File: src/pkg/ifr_pkg.sv
package ifr_pkg;
	// register byte offsets inside the 64-byte block
	localparam logic [5:0] OFS_MASK_HIGH = 6'h08;
	localparam logic [5:0] OFS_MASK_LOW = 6'h0c;
	localparam logic [5:0] OFS_FORCE = 6'h10;
	localparam logic [5:0] OFS_REMAP_P7 = 6'h18;
	localparam logic [5:0] OFS_REMAP_P6 = 6'h19;
	localparam logic [5:0] OFS_WAKE = 6'h1b;
	localparam logic [5:0] OFS_MASK_SET = 6'h1c;
	localparam logic [5:0] OFS_MASK_CLR = 6'h1d;
	localparam logic [5:0] OFS_FORCE_SET = 6'h1e;
	localparam logic [5:0] OFS_FORCE_CLR = 6'h1f;
	// request counts and field layout
	localparam int NUM_REQ = 44;
	localparam int NUM_FORCE_LEVEL_SEVEN_REQ = 4;
	localparam logic [5:0] REQ_LIMIT = 6'h2c;
	localparam int IDX_ALL_BIT = 6;
	localparam int WAKE_ENB_BIT = 7;
	localparam logic [5:0] FORCE_LO = 6'h38;
	localparam logic [5:0] FORCE_HI = 6'h3e;
	localparam logic [2:0] WAKE_MASK_MAX = 3'h6;
	localparam logic [7:0] WAKE_RESET = 8'h80;
	localparam logic [2:0] LVL_SIX = 3'h6;
	localparam logic [3:0] PRI_SEVEN = 4'h7;
	localparam logic [3:0] PRI_SIX = 4'h6;
	localparam logic [3:0] PRI_FORCE = 4'h0;

	// byte-wide bus request
	typedef struct packed {
		logic sel;
		logic wr;
		logic [5:0] addr;
		logic [7:0] wdata;
	} ifr_bus_t;

	// all register state of the block
	typedef struct packed {
		logic [NUM_REQ-1:0] req_mask;
		logic [6:0] force_lvl;
		logic [5:0] remap_p7;
		logic [5:0] remap_p6;
		logic wake_enb;
		logic [2:0] wake_mask;
		logic [7:0] rdata;
		logic ack;
		logic err;
	} ifr_state_t;
endpackage

File: src/hw/ifr_ctrl.sv
`timescale 1ns/1ps
// Notes on behaviour
// - force bits raise one request per level
// - level seven requests are never remapped
// - remap keeps vector, changes level and priority
// - slots give level six priority seven, six
// - reset clears both remap slots
// - six-bit slot field; invalid numbers ignored
// - forced requests fixed, not selectable by slots
// - wait wakeup path purely combinational
// - wakeup when enabled and level exceeds mask
// - wakeup mask level limited to six
// - wakeup control resets enabled, mask zero
// - enable bit seven, mask bits two-zero
// - set shortcut sets one mask bit
// - set-all bit sets every mask bit
// - mask shortcut reads end in error
// - shortcut indices 44 and up ignored
// - clear shortcut clears one or all
// - force set values 0x38-0x3e set bit
// - out-of-range force writes change nothing
// - force set reads end in error
// - undefined or unsupported accesses end in error
// - mask bit gates each peripheral request
// - force clear shortcut clears selected bit
module ifr_ctrl
	import ifr_pkg::*;
(
	input wire logic CLOCK_IN, // platform clock
	input wire logic RST_IN, // asynchronous reset, active high
	input wire logic BUS_SEL_IN, // byte access strobe
	input wire logic BUS_WR_IN, // 1 write, 0 read
	input wire logic [5:0] BUS_ADDR_IN, // byte offset in block
	input wire logic [7:0] BUS_WDATA_IN, // write data
	output logic [7:0] BUS_RDATA_OUT, // read data
	output logic BUS_ACK_OUT, // access done, one cycle
	output logic BUS_ERR_OUT, // bus error termination
	input wire logic [NUM_REQ-1:0] REQ_IN, // peripheral requests
	output logic [NUM_REQ-1:0] REQ_QUAL_OUT, // masked requests
	output logic [6:0] FORCE_REQ_OUT, // forced level requests, bit0 level 7
	output logic [NUM_REQ-1:0] REMAP_P7_OUT, // request promoted to l6p7
	output logic [NUM_REQ-1:0] REMAP_P6_OUT, // request promoted to l6p6
	output logic [2:0] REMAP_LEVEL_OUT, // level of remapped slots
	output logic [3:0] REMAP_P7_PRI_OUT, // priority of slot one
	output logic [3:0] REMAP_P6_PRI_OUT, // priority of slot two
	output logic [3:0] FORCE_PRI_OUT, // priority of forced requests
	input wire logic [NUM_REQ*3-1:0] REQ_LEVEL_IN, // fixed level per request
	output logic WAKEUP_OUT // wait mode wakeup to clock logic
);
	ifr_state_t st_reg, st_next;
	ifr_bus_t bus;
	logic [NUM_REQ-1:0] lvl_hit;
	logic [6:0] flvl_hit;

	// valid request index for the shortcuts
	function automatic logic idx_ok(input logic [5:0] v);
		return v < REQ_LIMIT;
	endfunction

	// valid slot number: peripheral, not level seven
	function automatic logic slot_ok(input logic [5:0] v);
		return (v < REQ_LIMIT) && (v >= 6'(NUM_FORCE_LEVEL_SEVEN_REQ));
	endfunction

	// force bit position from written value
	function automatic logic [6:0] force_sel(input logic [5:0] v);
		logic [6:0] r;
		r = 7'h00;
		if (v >= FORCE_LO && v <= FORCE_HI) begin
			r[3'(v - FORCE_LO)] = 1'b1;
		end
		return r;
	endfunction

	assign bus = '{sel: BUS_SEL_IN, wr: BUS_WR_IN, addr: BUS_ADDR_IN, wdata: BUS_WDATA_IN};

	// register next state and bus decode
	always_comb begin
		st_next = st_reg;
		st_next.ack = 1'b0;
		st_next.err = 1'b0;
		st_next.rdata = 8'h00;
		if (bus.sel) begin
			st_next.ack = 1'b1;
			unique case (bus.addr)
				OFS_MASK_HIGH, OFS_MASK_LOW: begin
					// full mask words are not held here; software uses the shortcuts
					st_next.err = 1'b1;
				end
				OFS_FORCE: begin
					if (bus.wr) st_next.force_lvl = bus.wdata[6:0];
					else st_next.rdata = {1'b0, st_reg.force_lvl};
				end
				OFS_REMAP_P7: begin
					if (bus.wr) st_next.remap_p7 = bus.wdata[5:0];
					else st_next.rdata = {2'b00, st_reg.remap_p7};
				end
				OFS_REMAP_P6: begin
					if (bus.wr) st_next.remap_p6 = bus.wdata[5:0];
					else st_next.rdata = {2'b00, st_reg.remap_p6};
				end
				OFS_WAKE: begin
					if (bus.wr) begin
						st_next.wake_enb = bus.wdata[WAKE_ENB_BIT];
						st_next.wake_mask = (bus.wdata[2:0] > WAKE_MASK_MAX) ?
							WAKE_MASK_MAX : bus.wdata[2:0];
					end else begin
						st_next.rdata = {st_reg.wake_enb, 4'h0, st_reg.wake_mask};
					end
				end
				OFS_MASK_SET: begin
					if (!bus.wr) st_next.err = 1'b1;
					else if (bus.wdata[IDX_ALL_BIT]) st_next.req_mask = '1;
					else if (idx_ok(bus.wdata[5:0]))
						st_next.req_mask[bus.wdata[5:0]] = 1'b1;
				end
				OFS_MASK_CLR: begin
					if (!bus.wr) st_next.err = 1'b1;
					else if (bus.wdata[IDX_ALL_BIT]) st_next.req_mask = '0;
					else if (idx_ok(bus.wdata[5:0]))
						st_next.req_mask[bus.wdata[5:0]] = 1'b0;
				end
				OFS_FORCE_SET: begin
					if (!bus.wr) st_next.err = 1'b1;
					else st_next.force_lvl = st_reg.force_lvl | force_sel(bus.wdata[5:0]);
				end
				OFS_FORCE_CLR: begin
					if (!bus.wr) st_next.err = 1'b1;
					else st_next.force_lvl = st_reg.force_lvl & ~force_sel(bus.wdata[5:0]);
				end
				default: st_next.err = 1'b1;
			endcase
		end
	end

	// state register
	always_ff @(posedge CLOCK_IN or posedge RST_IN) begin
		if (RST_IN) begin
			st_reg <= '0;
			st_reg.wake_enb <= WAKE_RESET[WAKE_ENB_BIT];
			st_reg.wake_mask <= WAKE_RESET[2:0];
		end else begin
			st_reg <= st_next;
		end
	end

	// request qualification and remap decode
	genvar gi;
	generate
		for (gi = 0; gi < NUM_REQ; gi++) begin : g_req
			assign REQ_QUAL_OUT[gi] = REQ_IN[gi] & ~st_reg.req_mask[gi];
			// promoted request keeps its own vector; only level and priority move
			assign REMAP_P7_OUT[gi] = slot_ok(st_reg.remap_p7) &&
				(st_reg.remap_p7 == 6'(gi));
			assign REMAP_P6_OUT[gi] = slot_ok(st_reg.remap_p6) &&
				(st_reg.remap_p6 == 6'(gi));
			// combinational wakeup compare, effective level includes remap
			assign lvl_hit[gi] = REQ_QUAL_OUT[gi] &&
				(((REMAP_P7_OUT[gi] | REMAP_P6_OUT[gi]) ? LVL_SIX :
				REQ_LEVEL_IN[gi*3 +: 3]) > st_reg.wake_mask);
		end
		for (gi = 0; gi < 7; gi++) begin : g_frc
			// bit 0 is level seven, bit 6 level one
			assign flvl_hit[gi] = st_reg.force_lvl[gi] && (3'(7 - gi) > st_reg.wake_mask);
		end
	endgenerate

	assign FORCE_REQ_OUT = st_reg.force_lvl;
	assign REMAP_LEVEL_OUT = LVL_SIX;
	assign REMAP_P7_PRI_OUT = PRI_SEVEN;
	assign REMAP_P6_PRI_OUT = PRI_SIX;
	assign FORCE_PRI_OUT = PRI_FORCE;
	assign WAKEUP_OUT = st_reg.wake_enb && ((|lvl_hit) || (|flvl_hit));
	assign BUS_RDATA_OUT = st_reg.rdata;
	assign BUS_ACK_OUT = st_reg.ack;
	assign BUS_ERR_OUT = st_reg.err;
endmodule

File: config.mk
export PLATFORM = sky130hd
export DESIGN_NAME = ifr_ctrl
export DESIGN_NICKNAME = d
export VERILOG_FILES = /design/src/pkg/ifr_pkg.sv /design/src/hw/ifr_ctrl.sv
export SDC_FILE = /design/constraint.sdc
export NUM_CORES = 1
export LEC_CHECK = 0
export ABC_AREA = 1
export BUFFER_PORTS_ARGS = -buffer_cell sky130_fd_sc_hd__clkbuf_2
export CAP_MARGIN = 20
export CORE_MARGIN = 3
export CORE_UTILIZATION = 47
export CTS_CLUSTER_DIAMETER = 120
export CTS_CLUSTER_SIZE = 12
export DETAILED_ROUTE_END_ITERATION = 12
export PLACE_DENSITY = 0.77
export SLEW_MARGIN = 20
export SYNTH_ARGS = -nofsm -noshare
export SYNTH_HDL_FRONTEND = slang
export SYNTH_SLANG_ARGS = --single-unit
export TNS_END_PERCENT = 1
File: constraint.sdc
create_clock -name CLOCK_IN -period 7.95 [get_ports CLOCK_IN]
set_input_delay 0.795 -clock CLOCK_IN [delete_from_list [all_inputs] [get_ports CLOCK_IN]]
set_output_delay 0.795 -clock CLOCK_IN [all_outputs]
set_load 0.1 [all_outputs]
**Word-level counts from Yosys, hierarchy flattened**

Index checks and enable logic that the tools add are counted.

- $add $sub $neg: 1
- $lt $le $gt $ge: 63
- Equality and inequality tests: 101
- Muxes and demuxes: 74
- Bitwise gates (word level): 138
- Reduce and logical (&&, ||, !) cells: 159

Operators by type and width:

| operator | count |
|---|---|
| 44-bit 2-to-1 mux | 6 |
| 6-bit by 5-bit equality test with 1-bit output, second input constant | 40 |
| 1-bit logical AND | 145 |
| 6-bit equality test, second input constant | 24 |
| 3-bit 2-to-1 mux | 45 |
| 3-bit greater-than comparator | 44 |
| 6-bit by 4-bit equality test with 1-bit output, second input constant | 16 |
| 44-bit one-hot mux with 2 select lines | 1 |
| 7-bit 2-to-1 mux | 10 |
| 6-bit by 3-bit equality test with 1-bit output, second input constant | 8 |
| 1-bit bitwise AND | 44 |
| 44-bit bitwise AND | 1 |
| 1-bit inverter | 44 |
| 44-bit inverter | 1 |
| 1-bit OR | 44 |
| 44-bit OR | 1 |
| 44-bit OR reduction | 1 |
| 8-bit one-hot mux with 4 select lines | 1 |
| 6-bit by 2-bit equality test with 1-bit output, second input constant | 4 |
| 7-bit one-hot mux with 3 select lines | 1 |
| 6-bit less-than comparator, second input constant | 3 |
| 6-bit by 1-bit equality test with 1-bit output, second input constant | 2 |
| 6-bit by 3-bit greater-or-equal comparator with 1-bit output, second input constant | 2 |
| 3-bit greater-than comparator, first input constant | 4 |
| 31 further kinds | 44 |

- Register bits after elaboration: 77
- Input bits: 194
- Output and inout bits: 165
- Word-level logic and storage cells: 545

**Longest topological paths before layout**

- Depth in word-level cells: 13
- Gate-level depth with buffers: 19
- Depth with buffers taken out: 18

**Worst setup path after synthesis**

OpenSTA, ideal clock, no wires.

- Path kind: input-to-output
- Start: input REQ_IN[43]
- End: output WAKEUP_OUT
- Data arrival time: 3221 ps
- Data required time: 7155 ps
- Slack: 3934 ps
- Stages: 12
- Path buffers: 0
- Cells stage by stage: inv_1 nor2_1 nand2_1 inv_1 nand2_1 nand2_1 nor2_1 nand2_1 nor2_1 nand3_1 nand2_1 inv_1

- Cells in the longest elaborated chain, start to end: 5

Ends and longest elaborated chain:

| item | RTL line | RTL |
|---|---|---|
| start, declared | ifr_ctrl.sv:38 | `input wire logic [NUM_REQ-1:0] REQ_IN,` |
| 1-bit bitwise AND | ifr_ctrl.sv:151 | `assign REQ_QUAL_OUT[gi] = REQ_IN[gi] & ~st_reg.req_mask[gi];` |
| net REQ_QUAL_OUT[43] | ifr_ctrl.sv:39 | `output logic [NUM_REQ-1:0] REQ_QUAL_OUT,` |
| 1-bit logical AND | ifr_ctrl.sv:158 | `assign lvl_hit[gi] = REQ_QUAL_OUT[gi] &&` |
| 44-bit OR reduction | ifr_ctrl.sv:173 | `assign WAKEUP_OUT = st_reg.wake_enb && ((\|lvl_hit) \|\| (\|flvl_hit));` |
| 1-bit logical OR | ifr_ctrl.sv:173 |  |
| 1-bit logical AND | ifr_ctrl.sv:173 |  |
| end, declared | ifr_ctrl.sv:48 | `output logic WAKEUP_OUT` |

The timed path passes the listed nets, and every way through them passes these cells.

**Worst setup path after layout**

- Start: register st_reg[24] in the netlist's numbering
- End: output WAKEUP_OUT

- Cells in the longest elaborated chain, start to end: 10
- Elaborated cells on any way between the ends: 270
- Classes of those cells: 46 x order compare; 43 x eq/ne; 44 x mux; 44 x bitwise; 93 x reduce/logical

Ends and longest elaborated chain:

| item | RTL line | RTL |
|---|---|---|
| start, declared | ifr_ctrl.sv:50 | `ifr_state_t st_reg, st_next;` |
| start signal, assigned | ifr_ctrl.sv:143 | `st_reg <= st_next;` |
| 6-bit less-than comparator / 6-bit by 3-bit greater-or-equal comparator with 1-bit output (equally long branches) | ifr_ctrl.sv:62 | `return (v < REQ_LIMIT) && (v >= 6'(NUM_FORCE_LEVEL_SEVEN_REQ));` |
| 1-bit logical AND | ifr_ctrl.sv:62 |  |
| 1-bit logical AND | ifr_ctrl.sv:153 | `assign REMAP_P7_OUT[gi] = slot_ok(st_reg.remap_p7) &&` |
| 1-bit OR | ifr_ctrl.sv:159 | `(((REMAP_P7_OUT[gi] \| REMAP_P6_OUT[gi]) ? LVL_SIX :` |
| 3-bit 2-to-1 mux | ifr_ctrl.sv:159 |  |
| 3-bit greater-than comparator | ifr_ctrl.sv:160 | `REQ_LEVEL_IN[gi*3 +: 3]) > st_reg.wake_mask);` |
| 1-bit logical AND | ifr_ctrl.sv:158 |  |
| 44-bit OR reduction * | ifr_ctrl.sv:173 |  |
| 1-bit logical OR * | ifr_ctrl.sv:173 |  |
| 1-bit logical AND * | ifr_ctrl.sv:173 |  |

Every way passes the cells marked *; elsewhere a longest branch is shown, timed or not.

==> reports/metrics.yaml <==
cts:
  cts_buffer_depth: 2
  clk_latency_ns: 0.35
  cts_tree: "done"
  htreeDepth: 3
  cts.hold.buffers_added: 0
  root_buffer: "clkbuf_16"
  cts.sinks: 77
  cts_setup_buffers: 0
  cts-buffers-inserted: 9
  cts.reportedPaths.clkPinSlew_ns: 0.07
  cts_resized: 0
logic_synthesis:
  yosysTopAreaCellShare: 0.201
  synthSimpleGateAreaFrac: 0.344
  synth.distinct_cells: 32
  synth_cells: 1495
  synthXorXnorAreaFrac: 0
  synth_top_family_by_area: "simple AND/OR/NAND/NOR gates"
  synthAdderAreaFrac: 0.175
  seq_area_frac_synth: 0.204
  synth_compound_area_frac: 0.137
  synth-seq-cells: 77
  yosys_warnings: 0
  synth_mux_area_frac: 0
  yosys-top-cells-area: "dfrtp_1, ha_1, nand2_1, inv_1, nor2_1"
  netlist_area_mm2: 0.00945
  syn_area_per_cell_um2: 6.32
  netlist.top_cell.by_area: "dfrtp_1"
critical_path:
  worstSetupPathType: "reg -> out"
  reg2reg_depth: 2
  cp-end-kind: "output port"
  timing.rr.start: "st_reg[11]$_DFFE_PP0P_"
  worstPathRequired_ns: 7.15
  startpoint_type: "flop"
  cp.arrival_ns: 3.96
  r2r-end: "st_reg[11]$_DFFE_PP0P_"
  crit_path_max_fanout: 24
  startpoint: "st_reg[24]$_DFFE_PP0P_"
  r2r_slack_ns: 6.22
floorplan:
  die_x_um: 148
  initial_utilization: 0.482
  boundaryPins: 359
  core_area_mm2: 0.0196
  die_y_um: 148
  row_count: 51
  dieArea_mm2: 0.0218
cells_and_area:
  syn_to_final_growth_pct: 21.3
  fin_nets: 2114
  final_cell_area_mm2: 0.0115
  largest_reg_flops: 60
  drive_gt1_frac: 0.257
  fillers: 1929
run:
  maxCapViolCount: 0
global_routing:
  grt_overflow: 0
  grt_use_total: 0.315
  grt_pass1_wl_mm: 54.0
  grt_max_degree: 78
  grt_pass1_vias: 10100
  antenna_found_initial: 1
sta:
  slew_viol_final: 0
  worst-slew-pin-transition_ns: 1.06
  clock_skew_ns: 0.00546
  finalSetupViolCount: 0
  grt_setup_unrepaired: "false"
  max_freq_ghz: 0.210
  finalHoldViolations: 0
  maxSlewHeadroom: 0.287
  setup_tns_ns: 0
  finalCritPeriodShare: 0.598
  fin_crit_ns: 4.75
placement:
  port_buffers: 335
  dpl-instance-area_mm2: 0.0111
  place.gp.congestion: 0.928
  hpwl_mm: 28.0
power_and_ir_drop:
  leakagePower_nw: 6.92
  ir_drop_uv: 88.1
  p_comb_frac: 0.508
  internal_power_w: 0.000973
  seq_power_share: 0.252
  power_density_mw_per_mm2: 167
  switching_share: 0.492
  p_clk_frac: 0.239
  p_switching_w: 0.000943
min_path:
  holdPathEnd: "st_reg[52]$_DFFE_PP0P_"
  holdPathStages: 2
  hp-class: "reg -> reg"
  min-delay-start: "st_reg[52]$_DFFE_PP0P_"
drt:
  first_pass_iters: 5
  wl_mm: 35.9
  antenna_left: 0
  drc_errors: 0
  wl_per_cell_um: 17.4
  vias: 10800
  viasPerCell: 5.25
  drt_iter0_drc: 721
run_status:
  status: "finished clean"
-- worst max-delay path by stage --
| stage | to | slack (ns) | cells past startpoint |
|---|---|---|---|
| finish | WAKEUP_OUT | 3.20 | 16 |
| global route | WAKEUP_OUT | 3.00 | 16 |
| CTS | WAKEUP_OUT | 3.11 | 17 |
| detailed placement | WAKEUP_OUT | 3.48 | 17 |
| global placement | WAKEUP_OUT | 3.58 | 17 |
| floorplan | WAKEUP_OUT | 3.93 | 12 |
-- worst max-delay path: stages, from the launching register on --
cell and delay (ns):
dfrtp_1 0.37, inv_1 0.07, nand2_1 0.77, o22ai_1 0.34, or2_2 0.36, ha_1 0.31
a21oi_1 0.19, nand2_1 0.06, nand2_1 0.05, nand2_1 0.05, nor2_1 0.10, nand2_1 0.10
nor2_1 0.19, nand3_1 0.15, nand2_1 0.09, inv_1 0.04, clkbuf_2 0.36
-- final cells by class --
class / instances / area, µm² / area share
Clock buffer: 10 / 229 / 0.0200
Clock inverter: 6 / 93.8 / 0.00819
Sequential cell: 77 / 1930 / 0.168
Timing Repair Buffer: 341 / 1730 / 0.151
Inverter: 229 / 862 / 0.0752
Antenna cell: 1 / 2.50 / 0.000218
Tap cell: 265 / 332 / 0.0289
Multi-Input combinational cell: 1130 / 6290 / 0.549
-- synth_stat cells --
cell type,count
a211oi_1,1
a21oi_1,107
a22oi_1,6
a31oi_1,2
a41oi_1,3
buf_1,10
buf_2,10
buf_4,38
clkbuf_1,22
conb_1,2
dfrtp_1,76
dfstp_2,1
ha_1,132
inv_1,226
inv_2,3
nand2_1,341
nand3_1,52
nand3b_1,31
nand4_1,1
nand4_4,1
nor2_1,209
nor2_2,3
nor3_1,3
nor3_2,8
nor3_4,1
nor4_1,2
nor4_4,1
o21ai_0,59
o21ai_1,21
o21ai_2,1
o22ai_1,41
or2_2,81
-- routing by layer --
layer | vias to the layer above | global-route usage | wire length (µm)
li1 | 5323 | - | -
met1 | 4892 | 0.391 | 14200
met2 | 526 | 0.556 | 17600
met3 | 74 | 0.0445 | 3020
met4 | 0 | 0.116 | 1080
met5 | - | 0 | 0
-- cells in the final DEF (no fill, tap or decap), types with 2 or more instances in the layout --
cell type,n
o21ai_0,59
nor2_2,3
o22ai_1,41
nor3_2,8
clkbuf_2,335
inv_1,222
or2_2,81
nor2_1,209
dfrtp_1,75
a31oi_1,2
bufinv_16,2
nand3_1,52
inv_2,5
nor4_1,2
a41oi_1,3
nor3_1,3
nand3b_1,31
clkinv_2,2
ha_1,132
clkbuf_16,9
nand2_1,341
o21ai_1,21
a22oi_1,6
conb_1,23
inv_6,2
buf_4,5
a21oi_1,107
-- power groups by stage --
stage / Sequential (W) / Combinational (W) / Clock (W)
detailed placement: 0.000488 / 0.000964 / 0
CTS: 0.000481 / 0.000968 / 0.000458
finish: 0.000483 / 0.000974 / 0.000459
floorplan: 0.000476 / 0.000760 / 0
global placement: 0.000487 / 0.000942 / 0
global route: 0.000486 / 0.00106 / 0.000475
-- cells by family after synthesis --
family          count (synthesis)
simple gates                  734
buf+inv                       309
compound gates                241
fa+ha+maj                     132
flops                          77
other cells                     2
-- through the flow --
step / hold slack, ns / util / power (W) / worst slack [ns] / cells
2_1_floorplan: 0.454 / - / 0.00124 / 3.93 / 1516
6_report: 0.494 / 0.585 / 0.00192 / 3.20 / 2059
4_1_cts: 0.496 / 0.585 / 0.00191 / 3.11 / 2058
3_3_place_gp: 0.472 / 0.568 / 0.00143 / 3.58 / 2042
3_5_place_dp: 0.476 / 0.568 / 0.00145 / 3.48 / 2042
5_1_grt: 0.519 / 0.585 / 0.00202 / 3.00 / 2059
No activity file was read; power rests on OpenSTA's default activity.
